==> src/pcg_clk_map.svh <==
/*
 * register map of the peripheral clock gating block: offsets, field
 * positions, writable masks and reset values.
 * assumes byte addressing on a 32-bit APB, one word per register.
 */
`ifndef PCG_CLK_MAP_SVH
`define PCG_CLK_MAP_SVH

// register byte offsets
`define PCG_FAST_OFS        12'h014
`define PCG_SECOND_OFS      12'h018

// fast bus gate register fields
`define PCG_CONVERTER_BIT   12
`define PCG_DIVIDER_BIT     7
`define PCG_CHECKSUM_BIT    6
`define PCG_ROOT_BIT        5
`define PCG_FLASH_BIT       4
`define PCG_RAM_SLEEP_BIT   2
`define PCG_DMA_BIT         0

// second bus gate register fields
`define PCG_SERIAL_BIT      14
`define PCG_TIMER_B_BIT     13
`define PCG_TIMER_A_BIT     12

// writable bits and reset values
`define PCG_FAST_MASK       32'h0000_10f5
`define PCG_SECOND_MASK     32'h0000_7000
`define PCG_FAST_RST        32'h0000_0014
`define PCG_SECOND_RST      32'h0000_0000

`endif

==> src/pcg_pkg.sv <==
/*
 * types of the peripheral clock gating block.
 * assumes nothing of its surroundings.
 */
package pcg_pkg;

    typedef enum logic [1:0]
    {
        PCG_ST_IDLE = 2'h0,
        PCG_ST_ACK  = 2'h1
    } pcg_state_t;

    typedef struct packed
    {
        pcg_state_t  st;
        logic [31:0] fast;
        logic [31:0] second;
        logic [31:0] rdata;
        logic        ready;
        logic        err;
    } pcg_regs_t;

    typedef struct packed
    {
        logic converter;
        logic divider;
        logic checksum;
        logic root;
        logic flash;
        logic ram;
        logic dma;
        logic serial;
        logic timer_b;
        logic timer_a;
    } pcg_gates_t;

endpackage

==> src/pcg_gate_if.sv <==
/*
 * carrier from the register file to the gate stage: both enable
 * words and the sleep level.
 * assumes both ends run on the same clock.
 */
`timescale 1ns/1ps
interface pcg_gate_if;
    logic [31:0] fast_en;
    logic [31:0] second_en;
    logic        sleep;

    modport ctrl (output fast_en, output second_en, output sleep);
    modport gate (input fast_en, input second_en, input sleep);
endinterface

==> src/pcg_gate_stage.sv <==
/*
 * gate stage: turns the enable words into one registered clock
 * enable per peripheral.
 * assumes the enables and sleep are synchronous to clock_i.
 */
`timescale 1ns/1ps
`include "pcg_clk_map.svh"
module pcg_gate_stage
(
    // clock and reset
    input  wire logic              clock_i,
    input  wire logic              rst_i,
    // enables in
    pcg_gate_if.gate               en_if,
    // registered gates out
    output pcg_pkg::pcg_gates_t    gates_o
);

    pcg_pkg::pcg_gates_t gates_d;
    pcg_pkg::pcg_gates_t gates_q;

    always_comb
    begin
        gates_d           = gates_q;
        gates_d.converter = en_if.fast_en[`PCG_CONVERTER_BIT];
        gates_d.divider   = en_if.fast_en[`PCG_DIVIDER_BIT];
        gates_d.checksum  = en_if.fast_en[`PCG_CHECKSUM_BIT];
        gates_d.root      = en_if.fast_en[`PCG_ROOT_BIT];
        gates_d.flash     = en_if.fast_en[`PCG_FLASH_BIT];
        // awake the ram always runs; the bit only matters in sleep
        gates_d.ram       = !en_if.sleep
                          || en_if.fast_en[`PCG_RAM_SLEEP_BIT];
        gates_d.dma       = en_if.fast_en[`PCG_DMA_BIT];
        gates_d.serial    = en_if.second_en[`PCG_SERIAL_BIT];
        gates_d.timer_b   = en_if.second_en[`PCG_TIMER_B_BIT];
        gates_d.timer_a   = en_if.second_en[`PCG_TIMER_A_BIT];
    end

    // reset state mirrors the register reset values
    always_ff @(posedge clock_i or posedge rst_i)
    begin
        if (rst_i)
        begin
            gates_q       <= '0;
            gates_q.flash <= 1'b1;
            gates_q.ram   <= 1'b1;
        end
        else
        begin
            gates_q <= gates_d;
        end
    end

    assign gates_o = gates_q;

endmodule

==> src/pcg_clock_gate.sv <==
/*
 * peripheral clock gating: APB slave holding the two gate registers
 * and driving one clock enable per peripheral.
 * assumes an APB master on clock_i and peripherals that use the
 * enables as clock gates; sleep_i is synchronous to clock_i.
 */
// Decided for this implementation: the APB interface to the registers.
// Notes on behaviour
// - fast bit 12 gates converter clock
// - fast bit 7 gates divider clock
// - fast bit 6 gates checksum clock
// - fast bit 5 gates square-root clock
// - fast bit 4 gates flash interface clock
// - fast bit 2 keeps ram clock in sleep
// - fast bit 0 gates dma clock
// - second bit 14 gates serial port clock
// - second bit 13 gates timer b clock
// - second bit 12 gates timer a clock
`timescale 1ns/1ps
`include "pcg_clk_map.svh"
module pcg_clock_gate
#(
    parameter int ADDR_W = 12
)
(
    // clock and reset
    input  wire logic              clock_i,
    input  wire logic              rst_i,
    // apb slave
    input  wire logic              psel_i,
    input  wire logic              penable_i,
    input  wire logic              pwrite_i,
    input  wire logic [ADDR_W-1:0] paddr_i,
    input  wire logic [31:0]       pwdata_i,
    input  wire logic [3:0]        pstrb_i,
    output logic [31:0]            prdata_o,
    output logic                   pready_o,
    output logic                   pslverr_o,
    // power state
    input  wire logic              sleep_i,
    // peripheral clock enables
    output logic                   converter_clk_on_o,
    output logic                   divider_clk_on_o,
    output logic                   checksum_clk_on_o,
    output logic                   root_unit_clk_on_o,
    output logic                   flash_if_clk_on_o,
    output logic                   ram_clk_on_o,
    output logic                   dma_clk_on_o,
    output logic                   serial_port_one_clk_on_o,
    output logic                   adv_timer_b_clk_on_o,
    output logic                   adv_timer_a_clk_on_o
);

    pcg_pkg::pcg_regs_t  st_d;
    pcg_pkg::pcg_regs_t  st_q;
    pcg_pkg::pcg_gates_t gates;
    pcg_gate_if          en_if ();

    // one-hot select: bit 0 fast register, bit 1 second register
    function automatic logic [1:0] reg_sel(input logic [ADDR_W-1:0] a);
        logic [1:0] s;
        s    = 2'h0;
        s[0] = (a == ADDR_W'(`PCG_FAST_OFS));
        s[1] = (a == ADDR_W'(`PCG_SECOND_OFS));
        return s;
    endfunction

    // byte-lane merge; reserved bits never leave their reset value
    function automatic logic [31:0] merge(input logic [31:0] old,
                                          input logic [31:0] wd,
                                          input logic [3:0]  strb,
                                          input logic [31:0] mask);
        logic [31:0] lanes;
        lanes = {{8{strb[3]}}, {8{strb[2]}}, {8{strb[1]}}, {8{strb[0]}}};
        return (old & ~(lanes & mask)) | (wd & lanes & mask);
    endfunction

    logic [1:0] sel;
    logic       fire;

    assign sel  = reg_sel(paddr_i);
    assign fire = psel_i && penable_i && st_q.ready;

    always_comb
    begin
        st_d = st_q;
        case (st_q.st)
            pcg_pkg::PCG_ST_IDLE:
            begin
                // setup phase: answer is ready in the first access cycle
                if (psel_i && !penable_i)
                begin
                    st_d.st    = pcg_pkg::PCG_ST_ACK;
                    st_d.ready = 1'b1;
                    st_d.err   = (sel == 2'h0);
                    st_d.rdata = 32'h0;
                    if (!pwrite_i && sel[0])
                    begin
                        st_d.rdata = st_q.fast;
                    end
                    if (!pwrite_i && sel[1])
                    begin
                        st_d.rdata = st_q.second;
                    end
                end
            end
            pcg_pkg::PCG_ST_ACK:
            begin
                if (fire)
                begin
                    if (pwrite_i && sel[0])
                    begin
                        st_d.fast = merge(st_q.fast, pwdata_i, pstrb_i,
                                          `PCG_FAST_MASK);
                    end
                    if (pwrite_i && sel[1])
                    begin
                        st_d.second = merge(st_q.second, pwdata_i, pstrb_i,
                                            `PCG_SECOND_MASK);
                    end
                    st_d.st    = pcg_pkg::PCG_ST_IDLE;
                    st_d.ready = 1'b0;
                    st_d.err   = 1'b0;
                    st_d.rdata = 32'h0;
                end
                else if (!psel_i)
                begin
                    // master dropped the transfer: abandon quietly
                    st_d.st    = pcg_pkg::PCG_ST_IDLE;
                    st_d.ready = 1'b0;
                    st_d.err   = 1'b0;
                    st_d.rdata = 32'h0;
                end
            end
            default:
            begin
                st_d.st    = pcg_pkg::PCG_ST_IDLE;
                st_d.ready = 1'b0;
                st_d.err   = 1'b0;
            end
        endcase
    end

    always_ff @(posedge clock_i or posedge rst_i)
    begin
        if (rst_i)
        begin
            st_q        <= '0;
            st_q.st     <= pcg_pkg::PCG_ST_IDLE;
            st_q.fast   <= `PCG_FAST_RST;
            st_q.second <= `PCG_SECOND_RST;
        end
        else
        begin
            st_q <= st_d;
        end
    end

    assign en_if.fast_en   = st_q.fast;
    assign en_if.second_en = st_q.second;
    assign en_if.sleep     = sleep_i;

    pcg_gate_stage u_gate
    (
        .clock_i (clock_i),
        .rst_i   (rst_i),
        .en_if   (en_if),
        .gates_o (gates)
    );

    assign prdata_o                 = st_q.rdata;
    assign pready_o                 = st_q.ready;
    assign pslverr_o                = st_q.err;
    assign converter_clk_on_o       = gates.converter;
    assign divider_clk_on_o         = gates.divider;
    assign checksum_clk_on_o        = gates.checksum;
    assign root_unit_clk_on_o       = gates.root;
    assign flash_if_clk_on_o        = gates.flash;
    assign ram_clk_on_o             = gates.ram;
    assign dma_clk_on_o             = gates.dma;
    assign serial_port_one_clk_on_o = gates.serial;
    assign adv_timer_b_clk_on_o     = gates.timer_b;
    assign adv_timer_a_clk_on_o     = gates.timer_a;

    // write strobes per lane and register, used by the checks below
    logic wr_fast0;
    logic wr_fast1;
    logic wr_sec1;

    assign wr_fast0 = fire && pwrite_i && sel[0] && pstrb_i[0];
    assign wr_fast1 = fire && pwrite_i && sel[0] && pstrb_i[1];
    assign wr_sec1  = fire && pwrite_i && sel[1] && pstrb_i[1];
endmodule

==> config.mk <==
export PLATFORM = sky130hd
export DESIGN_NAME = pcg_clock_gate
export DESIGN_NICKNAME = d
export VERILOG_FILES = /design/src/pcg_pkg.sv /design/src/pcg_gate_if.sv /design/src/pcg_gate_stage.sv /design/src/pcg_clock_gate.sv
export VERILOG_INCLUDE_DIRS = /design/src
export SDC_FILE = /design/constraint.sdc
export NUM_CORES = 1
export LEC_CHECK = 0
export BUFFER_PORTS_ARGS = -buffer_cell sky130_fd_sc_hd__buf_2
export CORE_MARGIN = 2
export CORE_UTILIZATION = 37
export DETAILED_ROUTE_END_ITERATION = 16
export PLACE_DENSITY = 0.75
export SYNTH_ARGS = -nofsm -noshare
export SYNTH_HDL_FRONTEND = slang
export SYNTH_SLANG_ARGS = --single-unit
==> constraint.sdc <==
create_clock -name clock_i -period 1.5 [get_ports clock_i]
set_input_delay 0 -clock clock_i [delete_from_list [all_inputs] [get_ports clock_i]]
set_output_delay 0 -clock clock_i [all_outputs]
set_load 0.1 [all_outputs]
Yosys cells after proc, flatten, opt, wreduce, memory -nomap -nowiden
Cells that the tools add are included.
- bits of input ports: 54
- word-level logic and storage cells: 57
- register bits after elaboration: 110
- output and inout bits: 44
- muxes and demuxes: 11
- bitwise logic cells: 7
- eq/ne operators: 5
- reductions and logical operators: 18
- operators by type and width (kind ; count):
    34-bit two-way mux ; 3
    32-bit bitwise AND ; 2
    32-bit two-way mux ; 2
    32-bit one-hot mux with 2 select lines ; 1
    13-bit inverter with 32-bit output ; 1
    15-bit inverter with 32-bit output ; 1
    32-bit by 13-bit bitwise OR with 32-bit output ; 1
    32-bit by 15-bit bitwise OR with 32-bit output ; 1
    12-bit by 5-bit == test with 1-bit output (second input constant) ; 2
    15-bit bitwise AND ; 1
    3-bit AND reduction ; 3
    2-bit one-hot mux with 2 select lines ; 2
    1-bit logical AND ; 7
    2-bit two-way mux ; 3
    2-bit logical NOT ; 2
    1-bit logical NOT ; 3
    3-bit != test (second input constant) ; 1
    2-bit by 1-bit == test with 1-bit output (second input constant) ; 1
    2-bit != test (second input constant) ; 1
    2-bit AND reduction ; 1
    2-bit nonzero test ; 1
    1-bit logical OR ; 1

Longest topological paths before layout
- depth in word-level cells: 6
- mapped depth: 5
- mapped depth without buffers: 5

By module
A second synthesis with hierarchy kept.
- cells, all modules: 100
- area total of the unflattened synthesis: 1392.6 um^2
- by module, submodules not included (module ; area each (um^2) ; times used ; cells each ; seq. area each (um^2)):
    pcg_clock_gate ; 1129.8 ; 1 ; 88 ; 528.0
    pcg_gate_stage ; 262.8 ; 1 ; 12 ; 252.7

Worst setup path before layout
Ideal clock, no wire load.
- path kind: register to register
- start point: register st_q, in the netlist pready_o
- end point: register st_q, in the netlist prdata_o[0]
- clock period less this slack: 2.062 ns
- library setup time: 0.069 ns
- buffers on the path: 0
- cell stages (with the launch flop): 4
- setup slack: -0.562 ns
- arrival: 1.993 ns
- data required time: 1.431 ns
- cells stage by stage: dfrtp_1 > or4b_1 > nor4_4 > a22o_1
- longest elaborated chain between the ends: 3
- elaborated cells on any way between the ends: 5
- those cells by class: eq/ne: 1; mux: 2; reduce/logical: 2
- ends and longest elaborated chain (item ; RTL line ; source):
    start, declared ; pcg_clock_gate.sv:55 ; pcg_pkg::pcg_regs_t st_q;
    start signal, assigned ; pcg_clock_gate.sv:155 ; st_q <= st_d;
    1-bit logical AND * ; pcg_clock_gate.sv:82 ; assign fire = psel_i && penable_i && st_q.ready;
    3-bit != test (no source line) or 34-bit two-way mux (tied branches) ; - ;
    3-bit AND reduction (no source line) or 32-bit one-hot mux with 2 select lines (tied branches) ; - ;
Mark *: on every way between the ends. The rest lies on a longest branch, timed or not.
A chain may end at the register's enable or synchronous reset.

Worst setup path in the final report
- start point: register st_q, in the netlist pready_o
- end point: register st_q, in the netlist prdata_o[13]
Same word-level chain as after synthesis.

==> summary.md <==
| Metric | Value |
|---|---|
| Outcome | `finished with violations` |
| Failing checks | `negative setup slack` |
| Critical path fanouts, max | `3` |
| Sequential share of power | `45.0%` |
| Post-synth top area share | `48.2%` |
| Max Root-Sink Buffers | `2` |
| Mapped Avg Cell Area | `~14 µm²` |
| Post-synthesis sequential area ratio | `a little under three fifths` |
| Gate power share | `a little under a quarter` |
| Post-route clock period utilization | `101%` |
| Setup WS post-layout | `-0.00887 ns` |
| Critical Path Start Type | `flip-flop` |
| Final wirelength | `~2.5 mm` |
| Initial DRC Count | `50` |
| FF-to-FF path depth | `4` |
| CP Capture Type | `flip-flop` |
| Fill cells | `about 340` |
| Setup repair bufs after CTS | `0` |
| Syn-to-layout area delta | `33.5%` |
| H-Tree Depth | `2` |
| RD Place Congestion | `0.683` |
| Layout cells sized above 1 | `between 50 and 60%` |
| Row Count | `22` |
| Synth area leaders | `dfrtp_1 (48%), buf_4 (12%), dfstp_2 (7.5%)` |
| Power per Cell Area | `1010 mW/mm²` |
| VDD IR max | `approximately 0.00039 V` |
| Arr. time, crit path | `roughly 1.7 ns` |
| Global-route wire length before repair | `between 3 and 4 mm` |
| RSZ-0062 raised after global routing | `yes` |
| Reg-to-reg slack, setup | `-0.009 ns` |
| Nets | `roughly 230` |
| Initial antenna violation count | `0` |
| Worst R2R End | `prdata_o[13]` |
| WS Path Type | `flip-flop to flip-flop` |
| Place WS | `-0.0209 ns` |
| Setup_tns | `-0.0179 ns` |
| Die ar. | `approximately 0.0043 mm²` |
| Largest net degree at the start of global routing | `32` |
| CTS tree | `done` |
| Main flop type after synthesis | `dfrtp_1` |
| Via count | `around 950` |
| Clk network pwr share | `roughly 32%` |
| Worst Path Required | `~1.7 ns` |
| Vias in the first global route | `approximately 900` |
| Synth warn | `0` |
| Hold slack | `about 0.050 ns` |
| Max-slew violation count | `0` |
| Mapped cell area | `0.00140 mm²` |
| Area leader, netlist | `dfrtp_1` |
| Critical Path Sink | `prdata_o[13]` |
| Sw frac | `between 30% and 40%` |
| Max Freq | `about 660 MHz` |
| RR Startpoint | `pready_o` |
| Clock Tree Root | `clkbuf_8` |
| Clk slew on worst S/H paths | `about 0.060 ns` |
| Clock Skew | `0.00478 ns` |
| Sw Pwr | `650 µW` |
| Setup violators final | `4` |
| Worst min-delay path category | `input port to flip-flop` |
| Async SR Flop Fraction | `between 90% and 100%` |
| DRC | `0` |
| Num Clock Sinks | `31` |
| Post-layout util | `51.2%` |
| Die width | `65.6 µm` |
| Synth cell count leaders | `dfrtp_1 (27), buf_4 (23), a22o_1 (8), mux2_4 (6)` |
| Mapped Cells | `just over 100` |
| Synth Register Bits | `31` |
| Leakage | `roughly 0.0010 µW` |
| Via density | `between 4 and 5` |
| Yosys cell types | `28` |
| Global Route Usage Sum | `12.5%` |
| Die Height | `around 66 µm` |
| Launch point of the worst path | `pready_o` |
| DRT Pass-1 Iters | `4` |
| Initial Utilization | `between 30% and 40%` |
| Max-cap violations | `0` |
| I/O Buffers | `roughly 50` |
| CTS Buf Count | `5` |
| Final hold viol count | `0` |
| HPWL after detailed placement | `between 1.5 and 2 mm` |
| Top Ports | `98` |
| Global route overflow | `0` |
| ANT nets after route | `0` |
| Core ar. | `~0.0037 mm²` |
| Count leader, synth | `dfrtp_1` |
| Internal power | `1240 µW` |
| Worst-skew pair later-pin latency | `roughly 0.28 ns` |
| Ant. Diodes | `0` |
| Post-synth EDFFs | `0` |
| Tmin final | `between 1.5 and 2 ns` |
| Wire per inst | `11.2 µm` |
timing repair:
item                                    CTS  global route
pin swaps                                 5             3
endpoints found under the setup margin    7            13
hold endpoints to repair                 38             0
gates resized for setup                   1             3
hold buffers                             11             0
worst max-delay path, cell delays in order (launching register included):
cell and delay [ns]:
dfrtp_4 0.49, or4b_4 0.51, nor4_2 0.16, buf_4 0.16, a22o_1 0.12
metal layers:
metal / share of wire, % / track usage, % / vias to the layer above
met1: 41 / 14.3 / 443
met4: 2.5 / 7.03 / 0
met3: 7.9 / 3.94 / 5
li1: - / - / 453
met2: 49 / 20.8 / 46
met5: 0 / 0 / -
worst min-delay path by stage:
| stage | end | cells after the start | start |
|---|---|---|---|
| detailed placement | prdata_o[4] | 3 | rst_i |
| CTS | pslverr_o | 3 | paddr_i[0] |
| global placement | prdata_o[4] | 3 | rst_i |
| floorplan | u_gate.gates_o[4] | 1 | sleep_i |
| global route | flip-flop | 3 | pstrb_i[1] |
| finish | pslverr_o | 3 | paddr_i[0] |
layout make-up:
class                   instances  area, µm²  area share (%)
flip-flops and latches         31        785            41.9
multi-input cells              66        539            28.8
repair buffers                 65        397            21.2
clock buffers                   7       76.3            4.07
well taps                      48       60.1            3.21
inverters                       3       11.3           0.601
clock inverters                 1       5.00           0.267
metrics by stage:
stage / instance area, µm² / instances / total power, µW
floorplan: 1490 / 123 / 1250
global placement: 1660 / 202 / 1270
detailed placement: 1660 / 202 / 1270
CTS: 1860 / 221 / 1910
global route: 1870 / 221 / 1970
finish: 1870 / 221 / 1890
power groups by stage:
stage / logic, µW / registers [µW] / clock network (µW)
2_1_floorplan: 340 / 915 / 0
3_3_place_gp: 406 / 864 / 0
3_5_place_dp: 407 / 865 / 0
4_1_cts: 430 / 850 / 634
5_1_grt: 450 / 850 / 667
6_report: 431 / 850 / 609
cell usage in the layout (no fill, tap or decap), types with 2 or more instances in the layout:
cell / n
or4b_4: 3
inv_1: 3
mux2_2: 4
a21oi_1: 2
buf_4: 4
nand2b_1: 2
clkbuf_1: 2
dlygate4sd3_1: 11
clkbuf_8: 5
mux2_4: 6
dfstp_2: 4
conb_1: 23
dfrtp_1: 26
buf_2: 49
a22o_1: 8
cell families after synthesis:
family,synth area share (%)
AND/OR/NAND/NOR,13.4
flip-flops,55.7
other,0.267
AO/OA/AOI/OAI,6.69
XOR/XNOR,1.25
buffers and inverters,13.1
multiplexers,9.63
Power figures use the tool's default switching activity.
